### src/adc_pkg.sv
// Shared constants and types for the converter serial readout block
package adc_pkg;

  // ****************************************************************
  // Data widths
  // ****************************************************************
  localparam int DATA_W = 18;
  localparam int CFG_W = 16;
  localparam int CNT_W = 5;
  localparam int CTRL_W = 12;
  localparam int ADDR_W = 8;
  localparam int BUF_DEPTH = 2;

  // ****************************************************************
  // Register map (byte addresses)
  // ****************************************************************
  localparam logic [7:0] REG_CONFIG_OFS = 8'h00;
  localparam logic [7:0] REG_CONTROL_OFS = 8'h04;
  localparam logic [7:0] REG_STATUS_OFS = 8'h08;
  localparam logic [7:0] REG_RESULT_OFS = 8'h0C;

  // ****************************************************************
  // Configuration word layout
  // ****************************************************************
  localparam int CFG_TURBO_BIT = 1;
  localparam int CFG_HIGHZ_BIT = 2;
  localparam int CFG_SPAN_BIT = 3;
  localparam logic [15:0] CFG_RESET = 16'h0000;
  localparam logic [7:0] CFG_WRITE_CMD = 8'hA5;

  // ****************************************************************
  // Status register layout
  // ****************************************************************
  localparam int ST_CONVERTING_BIT = 0;
  localparam int ST_CHAIN_BIT = 1;
  localparam int ST_BUSY_ARM_BIT = 2;
  localparam int ST_SHIFT_FULL_BIT = 3;
  localparam int ST_BUF_VALID_BIT = 4;
  localparam int ST_OVERRUN_BIT = 5;

  // ****************************************************************
  // Timing
  // ****************************************************************
  localparam int CLK_PERIOD_NS = 10;
  localparam int CONV_TIME_NS = 300;
  localparam int CONV_CYCLES = (CONV_TIME_NS + CLK_PERIOD_NS - 1) / CLK_PERIOD_NS;
  localparam logic [11:0] CTRL_RESET = CONV_CYCLES[11:0];

  // ****************************************************************
  // Conversion sequencer states
  // ****************************************************************
  typedef enum logic [2:0] {
    ST_IDLE = 3'b001,
    ST_CONVERT = 3'b010,
    ST_DELIVER = 3'b100
  } conv_state_t;

endpackage

### src/stream_if.sv
// Valid/ready word carrier between converter, buffer and shifter
`timescale 1ns/1ns
`default_nettype none
interface stream_if #(parameter int W = 18);
  logic valid;
  logic ready;
  logic [W-1:0] data;
  modport source(output valid, output data, input ready);
  modport sink(input valid, input data, output ready);
endinterface
`default_nettype wire

### src/word_buffer.sv
// Small valid/ready FIFO between converter and output shifter
`timescale 1ns/1ns
`default_nettype none
module word_buffer #(
  parameter int W = 18,
  parameter int DEPTH = 2
) (
  input wire logic pclk,
  input wire logic presetn,
  stream_if.sink in_s,
  stream_if.source out_s
);
  localparam int PW = (DEPTH > 1) ? $clog2(DEPTH) : 1;

  logic [W-1:0] mem [DEPTH];
  logic [PW-1:0] wr_ptr_q;
  logic [PW-1:0] rd_ptr_q;
  logic [PW:0] count_q;
  logic push;
  logic pop;

  assign in_s.ready = (count_q != (PW+1)'(DEPTH));
  assign out_s.valid = (count_q != '0);
  assign out_s.data = mem[rd_ptr_q];
  assign push = in_s.valid & in_s.ready;
  assign pop = out_s.valid & out_s.ready;

  function automatic logic [PW-1:0] next_ptr(input logic [PW-1:0] p);
    next_ptr = (p == (PW)'(DEPTH - 1)) ? '0 : p + (PW)'(1);
  endfunction

  always_ff @(posedge pclk) begin
    if (push) begin
      mem[wr_ptr_q] <= in_s.data;
    end
  end

  always_ff @(posedge pclk or negedge presetn) begin
    if (!presetn) begin
      wr_ptr_q <= '0;
      rd_ptr_q <= '0;
      count_q <= '0;
    end else begin
      if (push) begin
        wr_ptr_q <= next_ptr(wr_ptr_q);
      end
      if (pop) begin
        rd_ptr_q <= next_ptr(rd_ptr_q);
      end
      if (push && !pop) begin
        count_q <= count_q + (PW+1)'(1);
      end else if (pop && !push) begin
        count_q <= count_q - (PW+1)'(1);
      end
    end
  end
endmodule
`default_nettype wire

### src/adc_serial_readout.sv
// Serial readout, mode selection and configuration port of the converter
`timescale 1ns/1ns
`default_nettype none
// Functional notes
// - Convert rise starts conversion, latches mode
// - Input sampled at convert rising edge
// - Serial input low: daisy-chain mode
// - Serial input high: select-line mode
// - Select-line: output driven while convert low
// - Select-line: either input low enables output
// - Select-line: low at finish arms busy indicator
// - Selected: result shifts out on shift clock
// - Chain mode: data read while convert high
// - Chain mode: serial input feeds upstream data
// - Chain mode: input reappears after eighteen clocks
// - Convert low: 16-bit config on rising edges
// - Conversion timed internally, no shift clock
// - Completion delivers code and busy indication
// - High-impedance mode set by config bit
module adc_serial_readout #(
  parameter int DATA_W = adc_pkg::DATA_W
) (
  input wire logic pclk,
  input wire logic presetn,
  input wire logic psel,
  input wire logic penable,
  input wire logic pwrite,
  input wire logic [7:0] paddr,
  input wire logic [31:0] pwdata,
  output logic [31:0] prdata,
  output logic pready,
  output logic pslverr,
  input wire logic convert_strobe,
  input wire logic serial_in_pin,
  input wire logic shift_clk_pin,
  input wire logic [DATA_W-1:0] analog_code,
  output logic serial_out_pin,
  output logic serial_out_oe,
  output logic busy_flag,
  output logic high_z_en,
  output logic turbo_en,
  output logic span_comp_en
);

  // ****************************************************************
  // Pin synchronisers
  // ****************************************************************
  // Bit 2 convert strobe, bit 1 serial input, bit 0 shift clock
  logic [2:0] pin_meta_q;
  logic [2:0] pin_sync_q;
  logic [2:0] pin_prev_q;
  logic cnv_s;
  logic sdi_s;
  logic cnv_rise;
  logic sck_rise;
  logic sck_fall;

  always_ff @(posedge pclk or negedge presetn) begin
    if (!presetn) begin
      pin_meta_q <= 3'h0;
      pin_sync_q <= 3'h0;
      pin_prev_q <= 3'h0;
    end else begin
      pin_meta_q <= {convert_strobe, serial_in_pin, shift_clk_pin};
      pin_sync_q <= pin_meta_q;
      pin_prev_q <= pin_sync_q;
    end
  end

  assign cnv_s = pin_sync_q[2];
  assign sdi_s = pin_sync_q[1];
  assign cnv_rise = pin_sync_q[2] & ~pin_prev_q[2];
  assign sck_rise = pin_sync_q[0] & ~pin_prev_q[0];
  assign sck_fall = ~pin_sync_q[0] & pin_prev_q[0];

  // ****************************************************************
  // Register state
  // ****************************************************************
  logic [15:0] config_q;
  logic [11:0] ctrl_conv_q;
  logic [DATA_W-1:0] last_result_q;
  logic overrun_q;
  logic apb_write;
  logic cfg_commit;
  logic [15:0] cfg_word;

  // ****************************************************************
  // Conversion sequencer
  // ****************************************************************
  adc_pkg::conv_state_t state_q;
  logic [11:0] conv_cnt_q;
  logic [DATA_W-1:0] sample_q;
  logic chain_mode_q;
  logic busy_arm_q;

  stream_if #(.W(DATA_W)) conv_s ();
  stream_if #(.W(DATA_W)) shift_s ();

  // Result offered to the buffer until it is accepted
  assign conv_s.valid = (state_q == adc_pkg::ST_DELIVER);
  assign conv_s.data = sample_q;

  always_ff @(posedge pclk or negedge presetn) begin
    if (!presetn) begin
      state_q <= adc_pkg::ST_IDLE;
      conv_cnt_q <= 12'h000;
      sample_q <= '0;
      chain_mode_q <= 1'b0;
      busy_arm_q <= 1'b0;
    end else begin
      unique case (state_q)
        adc_pkg::ST_IDLE: begin
          if (cnv_rise) begin
            state_q <= adc_pkg::ST_CONVERT;
            conv_cnt_q <= ctrl_conv_q;
            sample_q <= analog_code;
            chain_mode_q <= ~sdi_s;
            busy_arm_q <= 1'b0;
          end
        end
        adc_pkg::ST_CONVERT: begin
          // Internal count only, so a stopped shift clock cannot stall it
          if (conv_cnt_q <= 12'h001) begin
            state_q <= adc_pkg::ST_DELIVER;
            busy_arm_q <= ~chain_mode_q & (~cnv_s | ~sdi_s);
          end else begin
            conv_cnt_q <= conv_cnt_q - 12'h001;
          end
        end
        adc_pkg::ST_DELIVER: begin
          // Full buffer holds the sequencer here: no word is lost
          if (conv_s.ready) begin
            state_q <= adc_pkg::ST_IDLE;
          end
        end
      endcase
    end
  end

  word_buffer #(.W(DATA_W), .DEPTH(adc_pkg::BUF_DEPTH)) u_buffer (
    .pclk(pclk),
    .presetn(presetn),
    .in_s(conv_s),
    .out_s(shift_s)
  );

  // ****************************************************************
  // Output shifter
  // ****************************************************************
  logic [DATA_W-1:0] shift_q;
  logic shift_full_q;
  logic [adc_pkg::CNT_W-1:0] bit_cnt_q;
  logic sdi_cap_q;
  logic lead_low_q;
  logic selected;
  logic load;

  // Select-line: either pin low; chain: convert high
  assign selected = chain_mode_q ? cnv_s : (~cnv_s | ~sdi_s);
  assign shift_s.ready = ~shift_full_q;
  assign load = shift_s.valid & ~shift_full_q;

  always_ff @(posedge pclk or negedge presetn) begin
    if (!presetn) begin
      shift_q <= '0;
      shift_full_q <= 1'b0;
      bit_cnt_q <= '0;
      sdi_cap_q <= 1'b0;
      lead_low_q <= 1'b0;
    end else if (load) begin
      shift_q <= shift_s.data;
      shift_full_q <= 1'b1;
      bit_cnt_q <= '0;
      lead_low_q <= busy_arm_q;
    end else if (selected) begin
      if (sck_rise) begin
        sdi_cap_q <= sdi_s;
      end
      if (sck_fall) begin
        if (lead_low_q) begin
          lead_low_q <= 1'b0;
        end else begin
          // Upstream bit enters at the bottom, leaves at the top
          shift_q <= {shift_q[DATA_W-2:0], chain_mode_q & sdi_cap_q};
          if (bit_cnt_q == (adc_pkg::CNT_W)'(DATA_W - 1)) begin
            shift_full_q <= 1'b0;
          end
          if (bit_cnt_q != (adc_pkg::CNT_W)'(DATA_W)) begin
            bit_cnt_q <= bit_cnt_q + 5'h01;
          end
        end
      end
    end
  end

  // ****************************************************************
  // Pin drivers
  // ****************************************************************
  logic sdo_d;

  always_comb begin
    if (lead_low_q) begin
      sdo_d = 1'b0;
    end else if (!chain_mode_q && state_q == adc_pkg::ST_CONVERT) begin
      sdo_d = 1'b1;
    end else begin
      sdo_d = shift_q[DATA_W-1];
    end
  end

  always_ff @(posedge pclk or negedge presetn) begin
    if (!presetn) begin
      serial_out_pin <= 1'b0;
      serial_out_oe <= 1'b0;
      busy_flag <= 1'b0;
    end else begin
      serial_out_pin <= sdo_d;
      serial_out_oe <= selected;
      busy_flag <= (state_q == adc_pkg::ST_CONVERT);
    end
  end

  // ****************************************************************
  // Serial configuration port
  // ****************************************************************
  logic [15:0] cfg_shift_q;
  logic [adc_pkg::CNT_W-1:0] cfg_cnt_q;

  assign cfg_word = {cfg_shift_q[14:0], sdi_s};
  // Command byte guards against readout clocks writing the config
  assign cfg_commit = ~cnv_s & sck_rise & (cfg_cnt_q == (adc_pkg::CNT_W)'(adc_pkg::CFG_W - 1))
                      & (cfg_word[15:8] == adc_pkg::CFG_WRITE_CMD);

  always_ff @(posedge pclk or negedge presetn) begin
    if (!presetn) begin
      cfg_shift_q <= 16'h0000;
      cfg_cnt_q <= '0;
    end else if (cnv_s) begin
      cfg_cnt_q <= '0;
    end else if (sck_rise && cfg_cnt_q != (adc_pkg::CNT_W)'(adc_pkg::CFG_W)) begin
      cfg_shift_q <= cfg_word;
      cfg_cnt_q <= cfg_cnt_q + 5'h01;
    end
  end

  always_ff @(posedge pclk or negedge presetn) begin
    if (!presetn) begin
      high_z_en <= 1'b0;
      turbo_en <= 1'b0;
      span_comp_en <= 1'b0;
    end else begin
      high_z_en <= config_q[adc_pkg::CFG_HIGHZ_BIT];
      turbo_en <= config_q[adc_pkg::CFG_TURBO_BIT];
      span_comp_en <= config_q[adc_pkg::CFG_SPAN_BIT];
    end
  end

  // ****************************************************************
  // APB slave
  // ****************************************************************
  function automatic logic addr_hit(input logic [7:0] a);
    addr_hit = (a == adc_pkg::REG_CONFIG_OFS) || (a == adc_pkg::REG_CONTROL_OFS)
               || (a == adc_pkg::REG_STATUS_OFS) || (a == adc_pkg::REG_RESULT_OFS);
  endfunction

  function automatic logic [31:0] read_mux(input logic [7:0] a);
    read_mux = 32'h0000_0000;
    if (a == adc_pkg::REG_CONFIG_OFS) begin
      read_mux[15:0] = config_q;
    end else if (a == adc_pkg::REG_CONTROL_OFS) begin
      read_mux[11:0] = ctrl_conv_q;
    end else if (a == adc_pkg::REG_STATUS_OFS) begin
      read_mux[adc_pkg::ST_CONVERTING_BIT] = (state_q == adc_pkg::ST_CONVERT);
      read_mux[adc_pkg::ST_CHAIN_BIT] = chain_mode_q;
      read_mux[adc_pkg::ST_BUSY_ARM_BIT] = busy_arm_q;
      read_mux[adc_pkg::ST_SHIFT_FULL_BIT] = shift_full_q;
      read_mux[adc_pkg::ST_BUF_VALID_BIT] = shift_s.valid;
      read_mux[adc_pkg::ST_OVERRUN_BIT] = overrun_q;
    end else if (a == adc_pkg::REG_RESULT_OFS) begin
      read_mux[DATA_W-1:0] = last_result_q;
    end
  endfunction

  assign apb_write = psel & penable & pready & pwrite;

  always_ff @(posedge pclk or negedge presetn) begin
    if (!presetn) begin
      pready <= 1'b0;
      prdata <= 32'h0000_0000;
      pslverr <= 1'b0;
    end else begin
      // No wait state: answer prepared in the setup cycle
      pready <= psel & ~penable;
      // Error only stands beside the ready pulse
      pslverr <= psel & ~penable & ~addr_hit(paddr);
      if (psel && !penable) begin
        prdata <= pwrite ? 32'h0000_0000 : read_mux(paddr);
      end
    end
  end

  always_ff @(posedge pclk or negedge presetn) begin
    if (!presetn) begin
      config_q <= adc_pkg::CFG_RESET;
      ctrl_conv_q <= adc_pkg::CTRL_RESET;
    end else begin
      // Serial write wins over a same-cycle bus write
      if (cfg_commit) begin
        config_q <= cfg_word;
      end else if (apb_write && paddr == adc_pkg::REG_CONFIG_OFS) begin
        config_q <= pwdata[15:0];
      end
      if (apb_write && paddr == adc_pkg::REG_CONTROL_OFS) begin
        ctrl_conv_q <= pwdata[11:0];
      end
    end
  end

  always_ff @(posedge pclk or negedge presetn) begin
    if (!presetn) begin
      overrun_q <= 1'b0;
      last_result_q <= '0;
    end else begin
      if (cnv_rise && state_q != adc_pkg::ST_IDLE) begin
        overrun_q <= 1'b1;
      end else if (apb_write && paddr == adc_pkg::REG_STATUS_OFS
                   && pwdata[adc_pkg::ST_OVERRUN_BIT]) begin
        overrun_q <= 1'b0;
      end
      if (conv_s.valid && conv_s.ready) begin
        last_result_q <= sample_q;
      end
    end
  end

endmodule
`default_nettype wire

### config.mk
export PLATFORM = sky130hd
export DESIGN_NAME = adc_serial_readout
export DESIGN_NICKNAME = d
export VERILOG_FILES = /design/src/adc_pkg.sv /design/src/stream_if.sv /design/src/word_buffer.sv /design/src/adc_serial_readout.sv
export SDC_FILE = /design/constraint.sdc
export NUM_CORES = 1
export LEC_CHECK = 0
export BUFFER_PORTS_ARGS = -buffer_cell sky130_fd_sc_hd__buf_2
export CORE_MARGIN = 2
export CORE_UTILIZATION = 46
export CTS_BUF_LIST = sky130_fd_sc_hd__clkbuf_2
export CTS_CLUSTER_SIZE = 16
export DETAILED_ROUTE_END_ITERATION = 10
export PLACE_DENSITY = 0.66
export SETUP_SLACK_MARGIN = 0.2
export SYNTH_ARGS = -nofsm -noshare
export SYNTH_HDL_FRONTEND = slang
export SYNTH_HIERARCHICAL = 1
export SYNTH_SLANG_ARGS = --single-unit
### constraint.sdc
create_clock -name pclk -period 4.9 [get_ports pclk]
set_input_delay 0.245 -clock pclk [delete_from_list [all_inputs] [get_ports pclk]]
set_output_delay 0.245 -clock pclk [all_outputs]
set_load 0.03 [all_outputs]
==> flow_summary.json, run 1 <==
{
  "dr.first_iter.drc_count": 413,
  "synth.top_cell.area_share_pct": 45.7,
  "cts_tree": "yes",
  "numPortBuffers": 75,
  "design_area_mm2": 0.0104,
  "place_area_mm2": 0.00933,
  "relSlewSlack_pct": 26.7,
  "synth-simple-area-share_pct": 10.5,
  "peakVddDrop_mv": 0.185,
  "drc": 0,
  "async_reset_ff_share_pct": 82.2,
  "rsz0062_at_grt": "false",
  "drv_cap": 0,
  "synth_enable_flop_cells": 36,
  "avgRoutedWirePerCell_um": 17.5,
  "hold_slack_ps": 112,
  "htreeDepth": 2,
  "power.density_mw_per_mm2": 371,
  "critPathLaunchType": "input port",
  "drtAntennaViolNets": 0,
  "cts-buffers-inserted": 50,
  "synthTopCellsByArea": "dfrtp_1 (46%), edfxtp_1 (12%), mux2_2 (9.3%)",
  "wirelength_um": 20000,
  "cts-resized-gates": 0,
  "grt_start_max_net_pins": 55,
  "fin_ws_ps": 2060,
  "netlist_area_mm2": 0.00881,
  "placement_rows": 50,
  "grt_pass1_wl_um": 33100,
  "finalHoldViolCount": 0,
  "synth_compound_area_share_pct": 7.91,
  "synthMuxAreaShare_pct": 15.5,
  "final_common_cell": "dfrtp_1",
  "ys_ff_latch": 202,
  "cp.required_ps": 5610,
  "ios": 106,
  "synth-xor-area-share_pct": 1.39,
  "via_per_inst": 5.37,
  "overflow": 0,
  "cp-end-kind": "register",
  "cts_buffer_depth": 3,
  "fin_nets": 943,
  "synthAdderAreaFrac_pct": 1.28,
  "fmax_mhz": 352,
  "grt_pass1_vias": 6450,
  "ys_warn_count": 6,
  "ys_seq_area_share_pct": 59.5,
  "synth_ff_type": "dfrtp_1",
  "outcome": "complete, no violations",
  "diodes": 0,
  "via_count": 6119,
  "critPathMaxFanout": 5,
  "worst_pin_slew_ps": 1090,
  "insertion_delay_ps": 780,
  "dpl_worst_slack_ps": 2310,
  "fin_skew_ps": 49.1,
  "clock-sinks": 202,
  "hold_class": "in2reg",
  "firstDrtPassIters": 5,
  "fin_crit_sh_pct": 58.0,
  "setup_viol": 0,
  "antenna_found_initial": 0,
  "finalMaxSlewViolations": 0,
  "start_util_pct": 47.0,
  "critPathKind": "in2reg",
  "leakage_nw": 4.77,
  "cts_root_buf": "clkbuf_2",
  "layout_common_cells": "dfrtp_1 (161), clkbuf_2 (77), buf_2 (74), mux2_2 (73), nand2_1 (72)",
  "synth_area_leader_cell": "dfrtp_1",
  "critPathArrivalTime_ps": 3550,
  "syn_inst": 717,
  "synth_area_per_cell_um2": 12.3,
  "area_growth_pct": 17.7,
  "synth_top_family_by_area": "multiplexers",
  "die_h_um": 142,
  "clkTransAtPathRegs_ps": 110,
  "hpwl_um": 13000,
  "coreArea_mm2": 0.0188,
  "layout_min_cycle_time_ps": 2840,
  "yosys.cell_types.count": 63,
  "setup-tns-final_ps": 0,
  "dieArea_mm2": 0.0203,
  "grt_use_total_pct": 20.6,
  "drive_gt1_share_pct": 29.4,
  "place_congestion": 0.828,
  "die_w_um": 142
}
## cells in the mapped netlist, types with 9 or more instances
master / count
nand3_1: 9
nand2_1: 72
buf_4: 14
mux2_2: 73
dfrtp_1: 161
ha_1: 9
edfxtp_1: 36
mux2_4: 9
a21oi_1: 26
mux2i_1: 39
a22oi_1: 11
clkbuf_1: 23
o2111ai_1: 11
inv_1: 15
nor2_1: 60
o21ai_0: 29
## timing repair
item,CTS,global route
hold endpoints to repair,134,0
hold buffers,54,0
setup buffers,0,0
## area by class of cell
type,instances,area (um^2)
fillers,1612,8390
multi-input cells,462,3300
repair buffers,136,992
well taps,234,293
flip-flops and latches,202,5240
inverters,16,60.1
clock inverters,13,104
clock buffers,77,385
## registers in the layout (all words and copies together) (netlist names), 5 cells and up
name	flops
cfg_cnt_q	5
prdata	18
ctrl_conv_q	12
config_q	16
u_buffer/mem	36
cfg_shift_q	15
last_result_q	18
shift_q	18
conv_s.data	18
bit_cnt_q	5
conv_cnt_q	12
## metrics by stage
| step | power, mW | instances | utilization, % |
|---|---|---|---|
| floorplan | 2.47 | 730 | - |
| global placement | 2.61 | 996 | 49.7 |
| detailed placement | 2.67 | 996 | 49.7 |
| CTS | 3.89 | 1140 | 55.3 |
| global route | 4.11 | 1140 | 55.3 |
| finish | 3.85 | 1140 | 55.3 |
## routing by layer
| layer | up-vias | routed length (um) | global-route usage (%) | share of wire [%] |
|---|---|---|---|---|
| met5 | - | 0 | 0 | 0 |
| met4 | 0 | 401 | 6.88 | 2.0 |
| met3 | 36 | 901 | 3.80 | 4.5 |
| met2 | 155 | 9780 | 33.7 | 49 |
| met1 | 3072 | 8910 | 28.0 | 45 |
| li1 | 2856 | - | - | - |
## worst max-delay path, stage by stage
cell,delay (ps)
dlygate4sd3_1,540
buf_2,120
nor2_1,120
dlygate4sd3_1,610
nand3_1,230
dlygate4sd3_1,710
o41ai_1,360
dlygate4sd3_1,620
## cells by family after synthesis
family	count (synthesis)
simple gates	196
flops	202
buf+inv	66
compound gates	107
fa+ha+maj	9
xor+xnor	14
other cells	1
mux	122
## power breakdown
group | total (mW) | switching [mW] | internal, mW
clock network | 1.19 | 0.667 | 0.519
registers | 2.11 | 0.193 | 1.92
logic | 0.551 | 0.278 | 0.273
total | 3.85 | 1.14 | 2.71
## final timing paths
kind	slack, ps	to	startpoint	depth (start not counted)
worst max-delay path	2060	prdata[12]$_DFFE_PN0P_	paddr[0]	8
worst min-delay path	110	pin_meta_q[0]$_DFF_PN0_	shift_clk_pin	2
worst max register to register	2450	conv_cnt_q[5]$_DFFE_PN0P_	state_q[2]$_DFFE_PN0P_	5
worst min register to register	350	pin_sync_q[2]$_DFF_PN0_	pin_meta_q[2]$_DFF_PN0_	0
max in group asynchronous	3470	conv_s.data[16]$_DFFE_PN0P_	presetn	4
min in group asynchronous	460	shift_q[7]$_DFFE_PN0P_	presetn	3
Note: power is estimated with default switching activity, not from simulation.
==> run 2: changes to the inputs <==
--- a/config.mk
+++ b/config.mk
@@ -11,7 +11,7 @@
 export CTS_BUF_LIST = sky130_fd_sc_hd__clkbuf_2
 export CTS_CLUSTER_SIZE = 16
 export DETAILED_ROUTE_END_ITERATION = 10
-export PLACE_DENSITY = 0.66
+export PLACE_DENSITY = 0.69
 export SETUP_SLACK_MARGIN = 0.2
 export SYNTH_ARGS = -nofsm -noshare
 export SYNTH_HDL_FRONTEND = slang
==> constraint.sdc (replaced) <==
create_clock -name pclk -period 2.3 [get_ports pclk]
set_input_delay 0.115 -clock pclk [delete_from_list [all_inputs] [get_ports pclk]]
set_output_delay 0.115 -clock pclk [all_outputs]
set_load 0.03 [all_outputs]
==> flow_summary.json, run 2 (synthesized netlist as in run 1, its figures left out) <==
{
  "outcome": "complete, no violations",
  "numPortBuffers": 75,
  "coreArea_mm2": 0.0188,
  "fin_nets": 970,
  "cts_root_buf": "clkbuf_2",
  "fmax_mhz": 459,
  "cts_tree": "yes",
  "clock-sinks": 202,
  "critPathArrivalTime_ps": 2810,
  "cp.required_ps": 2930,
  "clkTransAtPathRegs_ps": 110,
  "die_w_um": 142,
  "critPathKind": "reg2reg",
  "critPathLaunchType": "register",
  "ios": 106,
  "top_register": "u_buffer/mem",
  "setup_viol": 0,
  "avgRoutedWirePerCell_um": 16.4,
  "leakage_nw": 4.89,
  "place_congestion": 0.793,
  "drive_gt1_share_pct": 30.7,
  "grt_use_total_pct": 19.3,
  "dr.first_iter.drc_count": 373,
  "placement_rows": 50,
  "final_common_cell": "dfrtp_1",
  "overflow": 0,
  "layout_min_cycle_time_ps": 2180,
  "htreeDepth": 2,
  "rsz0062_at_grt": "true",
  "largest_reg_flops": 36,
  "hold_class": "in2reg",
  "antenna_found_initial": 1,
  "grt_pass1_vias": 6225,
  "cp_slowest_stage_delay_ps": 530,
  "fin_skew_ps": 34.2,
  "crit_chain": "or4_4 > or3_4 > or4b_4 > a21oi_2 > a21oi_1",
  "cp.buffers_inverters": 0,
  "peakVddDrop_mv": 0.352,
  "start_util_pct": 47.0,
  "via_count": 6099,
  "drtAntennaViolNets": 0,
  "finalMaxSlewViolations": 0,
  "via_per_inst": 5.22,
  "cts-buffers-inserted": 50,
  "hpwl_um": 12600,
  "cts_buffer_depth": 3,
  "crit_family": "simple AND/OR/NAND/NOR gates",
  "die_h_um": 142,
  "dieArea_mm2": 0.0203,
  "power_mw": 8.09,
  "grt_pass1_wl_um": 31300,
  "fin_ws_ps": 123,
  "insertion_delay_ps": 770,
  "setup-tns-final_ps": 0,
  "wirelength_um": 19100,
  "layout_common_cells": "dfrtp_1 (160), buf_2 (74), mux2_2 (73), nand2_1 (71), clkbuf_2 (68)",
  "fin_crit_sh_pct": 94.7,
  "area_growth_pct": 20.6,
  "grt_start_max_net_pins": 72,
  "critPathMaxFanout": 5,
  "power.density_mw_per_mm2": 761,
  "dpl_worst_slack_ps": 110,
  "cp-end-kind": "register",
  "worst_pin_slew_ps": 708,
  "crit_slowest_cell": "or4b_4",
  "hold_slack_ps": 121,
  "relSlewSlack_pct": 52.6,
  "drc": 0,
  "finalHoldViolCount": 0,
  "firstDrtPassIters": 5,
  "drv_cap": 0
}
## run 2: cell types whose count changed in the layout (fill, tap and decap cells not counted), moves of 2 or more
cell and delta:
clkinvlp_4 +2, buf_12 +4, buf_4 +18, clkbuf_2 -9, clkinv_1 +6, clkinv_2 +3
dlygate4sd3_1 +6
## run 2: path summary, 6_finish.rpt
check	start	to	slack (ps)	cells past startpoint
setup / recovery	conv_cnt_q[4]$_DFFE_PN0P_	state_q[1]$_DFFE_PN0P_	120	5
setup reg to reg	conv_cnt_q[4]$_DFFE_PN0P_	state_q[1]$_DFFE_PN0P_	120	5
hold / removal	analog_code[15]	conv_s.data[15]$_DFFE_PN0P_	120	3
max in group asynchronous	presetn	ctrl_conv_q[1]$_DFFE_PN1P_	1050	4
min in group asynchronous	presetn	bit_cnt_q[4]$_DFFE_PN0P_	490	3
hold reg to reg	pin_meta_q[1]$_DFF_PN0_	pin_sync_q[1]$_DFF_PN0_	360	0
## run 2: cell type report
| cell class | instances | area [um^2] |
|---|---|---|
| timing repair buffer | 163 | 1240 |
| clock buffer | 68 | 340 |
| multi-input combinational | 462 | 3330 |
| clock inverter | 23 | 126 |
| antenna | 1 | 2.50 |
| inverter | 16 | 60.1 |
| tap | 234 | 293 |
| fill | 1589 | 8140 |
| sequential | 202 | 5240 |
## run 2: power breakdown
| part | internal, mW | switching [mW] |
|---|---|---|
| registers | 4.09 | 0.397 |
| logic | 0.637 | 0.600 |
| clock network | 0.931 | 1.43 |
| total | 5.66 | 2.42 |
## run 2: through the flow
step           area [um^2]  util [%]  instances
2_1_floorplan         8860         -        730
3_3_place_gp          9530      50.8       1016
3_5_place_dp          9530      50.8       1016
4_1_cts              10600      56.5       1167
5_1_grt              10600      56.6       1169
6_report             10600      56.6       1169
## run 2: metal layers
metal / GRT usage (%) / routed length (um)
met1: 26.2 / 8760
met2: 30.3 / 8970
met3: 3.84 / 811
met4: 8.49 / 580
met5: 0 / 0
## run 2: worst min-delay path, cell delays in order
cell and delay (ps):
dlygate4sd3_1 530, buf_2 90, mux2_2 120
## run 2: timing repair
action                                 CTS  global route
setup endpoints to repair               20            14
gates resized for setup                  2             6
pin swaps                                0             2
endpoints found under the hold margin  231             0
cloned                                   0             0
hold buffers                            59             0
buffers inserted                         1             1
==> run 3: changes to the inputs <==
--- a/config.mk
+++ b/config.mk
@@ -7,11 +7,11 @@
 export LEC_CHECK = 0
 export BUFFER_PORTS_ARGS = -buffer_cell sky130_fd_sc_hd__buf_2
 export CORE_MARGIN = 2
-export CORE_UTILIZATION = 46
+export CORE_UTILIZATION = 54
 export CTS_BUF_LIST = sky130_fd_sc_hd__clkbuf_2
 export CTS_CLUSTER_SIZE = 16
 export DETAILED_ROUTE_END_ITERATION = 10
-export PLACE_DENSITY = 0.69
+export PLACE_DENSITY = 0.79
 export SETUP_SLACK_MARGIN = 0.2
 export SYNTH_ARGS = -nofsm -noshare
 export SYNTH_HDL_FRONTEND = slang
==> flow_summary.json, run 3 (synthesized netlist as in run 1, its figures left out) <==
{
  "outcome": "complete, no violations",
  "cp_slowest_stage_delay_ps": 650,
  "setup_viol": 0,
  "critPathKind": "in2reg",
  "fin_ws_ps": 150,
  "start_util_pct": 55.3,
  "rsz0062_at_grt": "true",
  "fin_crit_sh_pct": 93.5,
  "fin_nets": 968,
  "die_h_um": 132,
  "layout_common_cells": "dfrtp_1 (160), buf_2 (74), mux2_2 (73), nand2_1 (72), clkbuf_2 (69)",
  "cts_tree": "yes",
  "finalHoldViolCount": 0,
  "hpwl_um": 13000,
  "drv_cap": 0,
  "crit_slowest_cell": "dlygate4sd3_1",
  "crit_chain": "dlygate4sd3_1 > buf_2 > nor2_1 > dlygate4sd3_1 > nand3_1 > buf_4 > o41ai_1 > dlygate4sd3_1",
  "peakVddDrop_mv": 0.387,
  "crit_family": "buffers and inverters",
  "antenna_found_initial": 0,
  "power.density_mw_per_mm2": 774,
  "clock-sinks": 202,
  "wirelength_um": 20500,
  "relSlewSlack_pct": 54.4,
  "final_common_cell": "dfrtp_1",
  "dpl_worst_slack_ps": 134,
  "hold_class": "in2reg",
  "insertion_delay_ps": 800,
  "drive_gt1_share_pct": 30.0,
  "dieArea_mm2": 0.0174,
  "critPathArrivalTime_ps": 2890,
  "dr.first_iter.drc_count": 451,
  "via_per_inst": 5.56,
  "dpl.cell_count": 994,
  "grt_pass1_vias": 6839,
  "worst_pin_slew_ps": 682,
  "fin_skew_ps": 28.2,
  "setup-tns-final_ps": 0,
  "final_util_pct": 66.2,
  "cp.buffers_inverters": 5,
  "grt_start_max_net_pins": 63,
  "diodes": 0,
  "placement_rows": 46,
  "numPortBuffers": 75,
  "area_growth_pct": 19.8,
  "cts-buffers-inserted": 50,
  "cp-end-kind": "register",
  "htreeDepth": 2,
  "power_mw": 8.17,
  "largest_reg_flops": 36,
  "overflow": 0,
  "place_congestion": 0.875,
  "firstDrtPassIters": 5,
  "clkTransAtPathRegs_ps": 110,
  "grt_use_total_pct": 24.2,
  "top_register": "u_buffer/mem",
  "critPathLaunchType": "input port",
  "drc": 0,
  "critPathMaxFanout": 6,
  "instances_no_fill": 1149,
  "crit_top_cell": "dlygate4sd3_1",
  "cp.required_ps": 3040,
  "layout_min_cycle_time_ps": 2150,
  "via_count": 6385,
  "grt_pass1_wl_um": 33700,
  "cts_buffer_depth": 3,
  "die_w_um": 132,
  "cts_root_buf": "clkbuf_2",
  "fmax_mhz": 465,
  "coreArea_mm2": 0.0159,
  "leakage_nw": 4.88,
  "avgRoutedWirePerCell_um": 17.8,
  "finalMaxSlewViolations": 0,
  "ios": 106,
  "drtAntennaViolNets": 0
}
[run 3: report_power, final]
part	total (mW)	internal (mW)	switching [mW]	leakage, nW
sequential	4.48	4.09	0.390	2.32
combinational	1.30	0.645	0.654	2.21
clock	2.39	0.932	1.46	0.343
total	8.17	5.67	2.50	4.88
[run 3: area by class of cell]
class / instances / area [um^2]
Fill cell: 1180 / 5390
Sequential cell: 202 / 5240
Multi-Input combinational cell: 462 / 3320
Timing Repair Buffer: 161 / 1200
Clock buffer: 69 / 345
Tap cell: 216 / 270
Clock inverter: 23 / 114
Inverter: 16 / 60.1
[run 3: metrics by stage]
step	hold slack, ps	area, um^2
global placement	140	9450
CTS	18.3	10500
detailed placement	150	9450
floorplan	-181	8860
global route	38.5	10600
finish	89.8	10600
[run 3: worst reg2reg max path, delay by kind of cell (launching register included)]
kind            cells  cell delay (ps)
compound gates      2              180
flops               1              380
simple gates        3             1450
[run 3: path summary, 6_finish.rpt]
kind	from	to	slack (ps)	cells past startpoint
worst max register to register	conv_cnt_q[5]$_DFFE_PN0P_	state_q[1]$_DFFE_PN0P_	180	5
worst min-delay path	pwdata[13]	config_q[13]$_DFFE_PN0P_	90	4
worst min register to register	pin_meta_q[2]$_DFF_PN0_	pin_sync_q[2]$_DFF_PN0_	370	0
min in group asynchronous	presetn	bit_cnt_q[4]$_DFFE_PN0P_	420	3
max in group asynchronous	presetn	conv_cnt_q[11]$_DFFE_PN0P_	1110	4
worst max-delay path	paddr[4]	prdata[15]$_DFFE_PN0P_	150	8
[run 3: timing repair]
item | CTS | global route
endpoints found under the hold margin | 235 | 0
gates resized for setup | 3 | 4
setup buffers | 3 | 1
pin swaps | 0 | 0
gates cloned | 0 | 0
endpoints found under the setup margin | 21 | 9
hold buffers | 59 | 0
[run 3: routing by layer]
metal | share of wire [%] | wire length [um] | GRT usage (%)
met1 | 42 | 8640 | 30.4
met2 | 49 | 10100 | 40.2
met3 | 5.9 | 1200 | 6.11
met4 | 2.8 | 571 | 10.3
met5 | 0 | 0 | 0
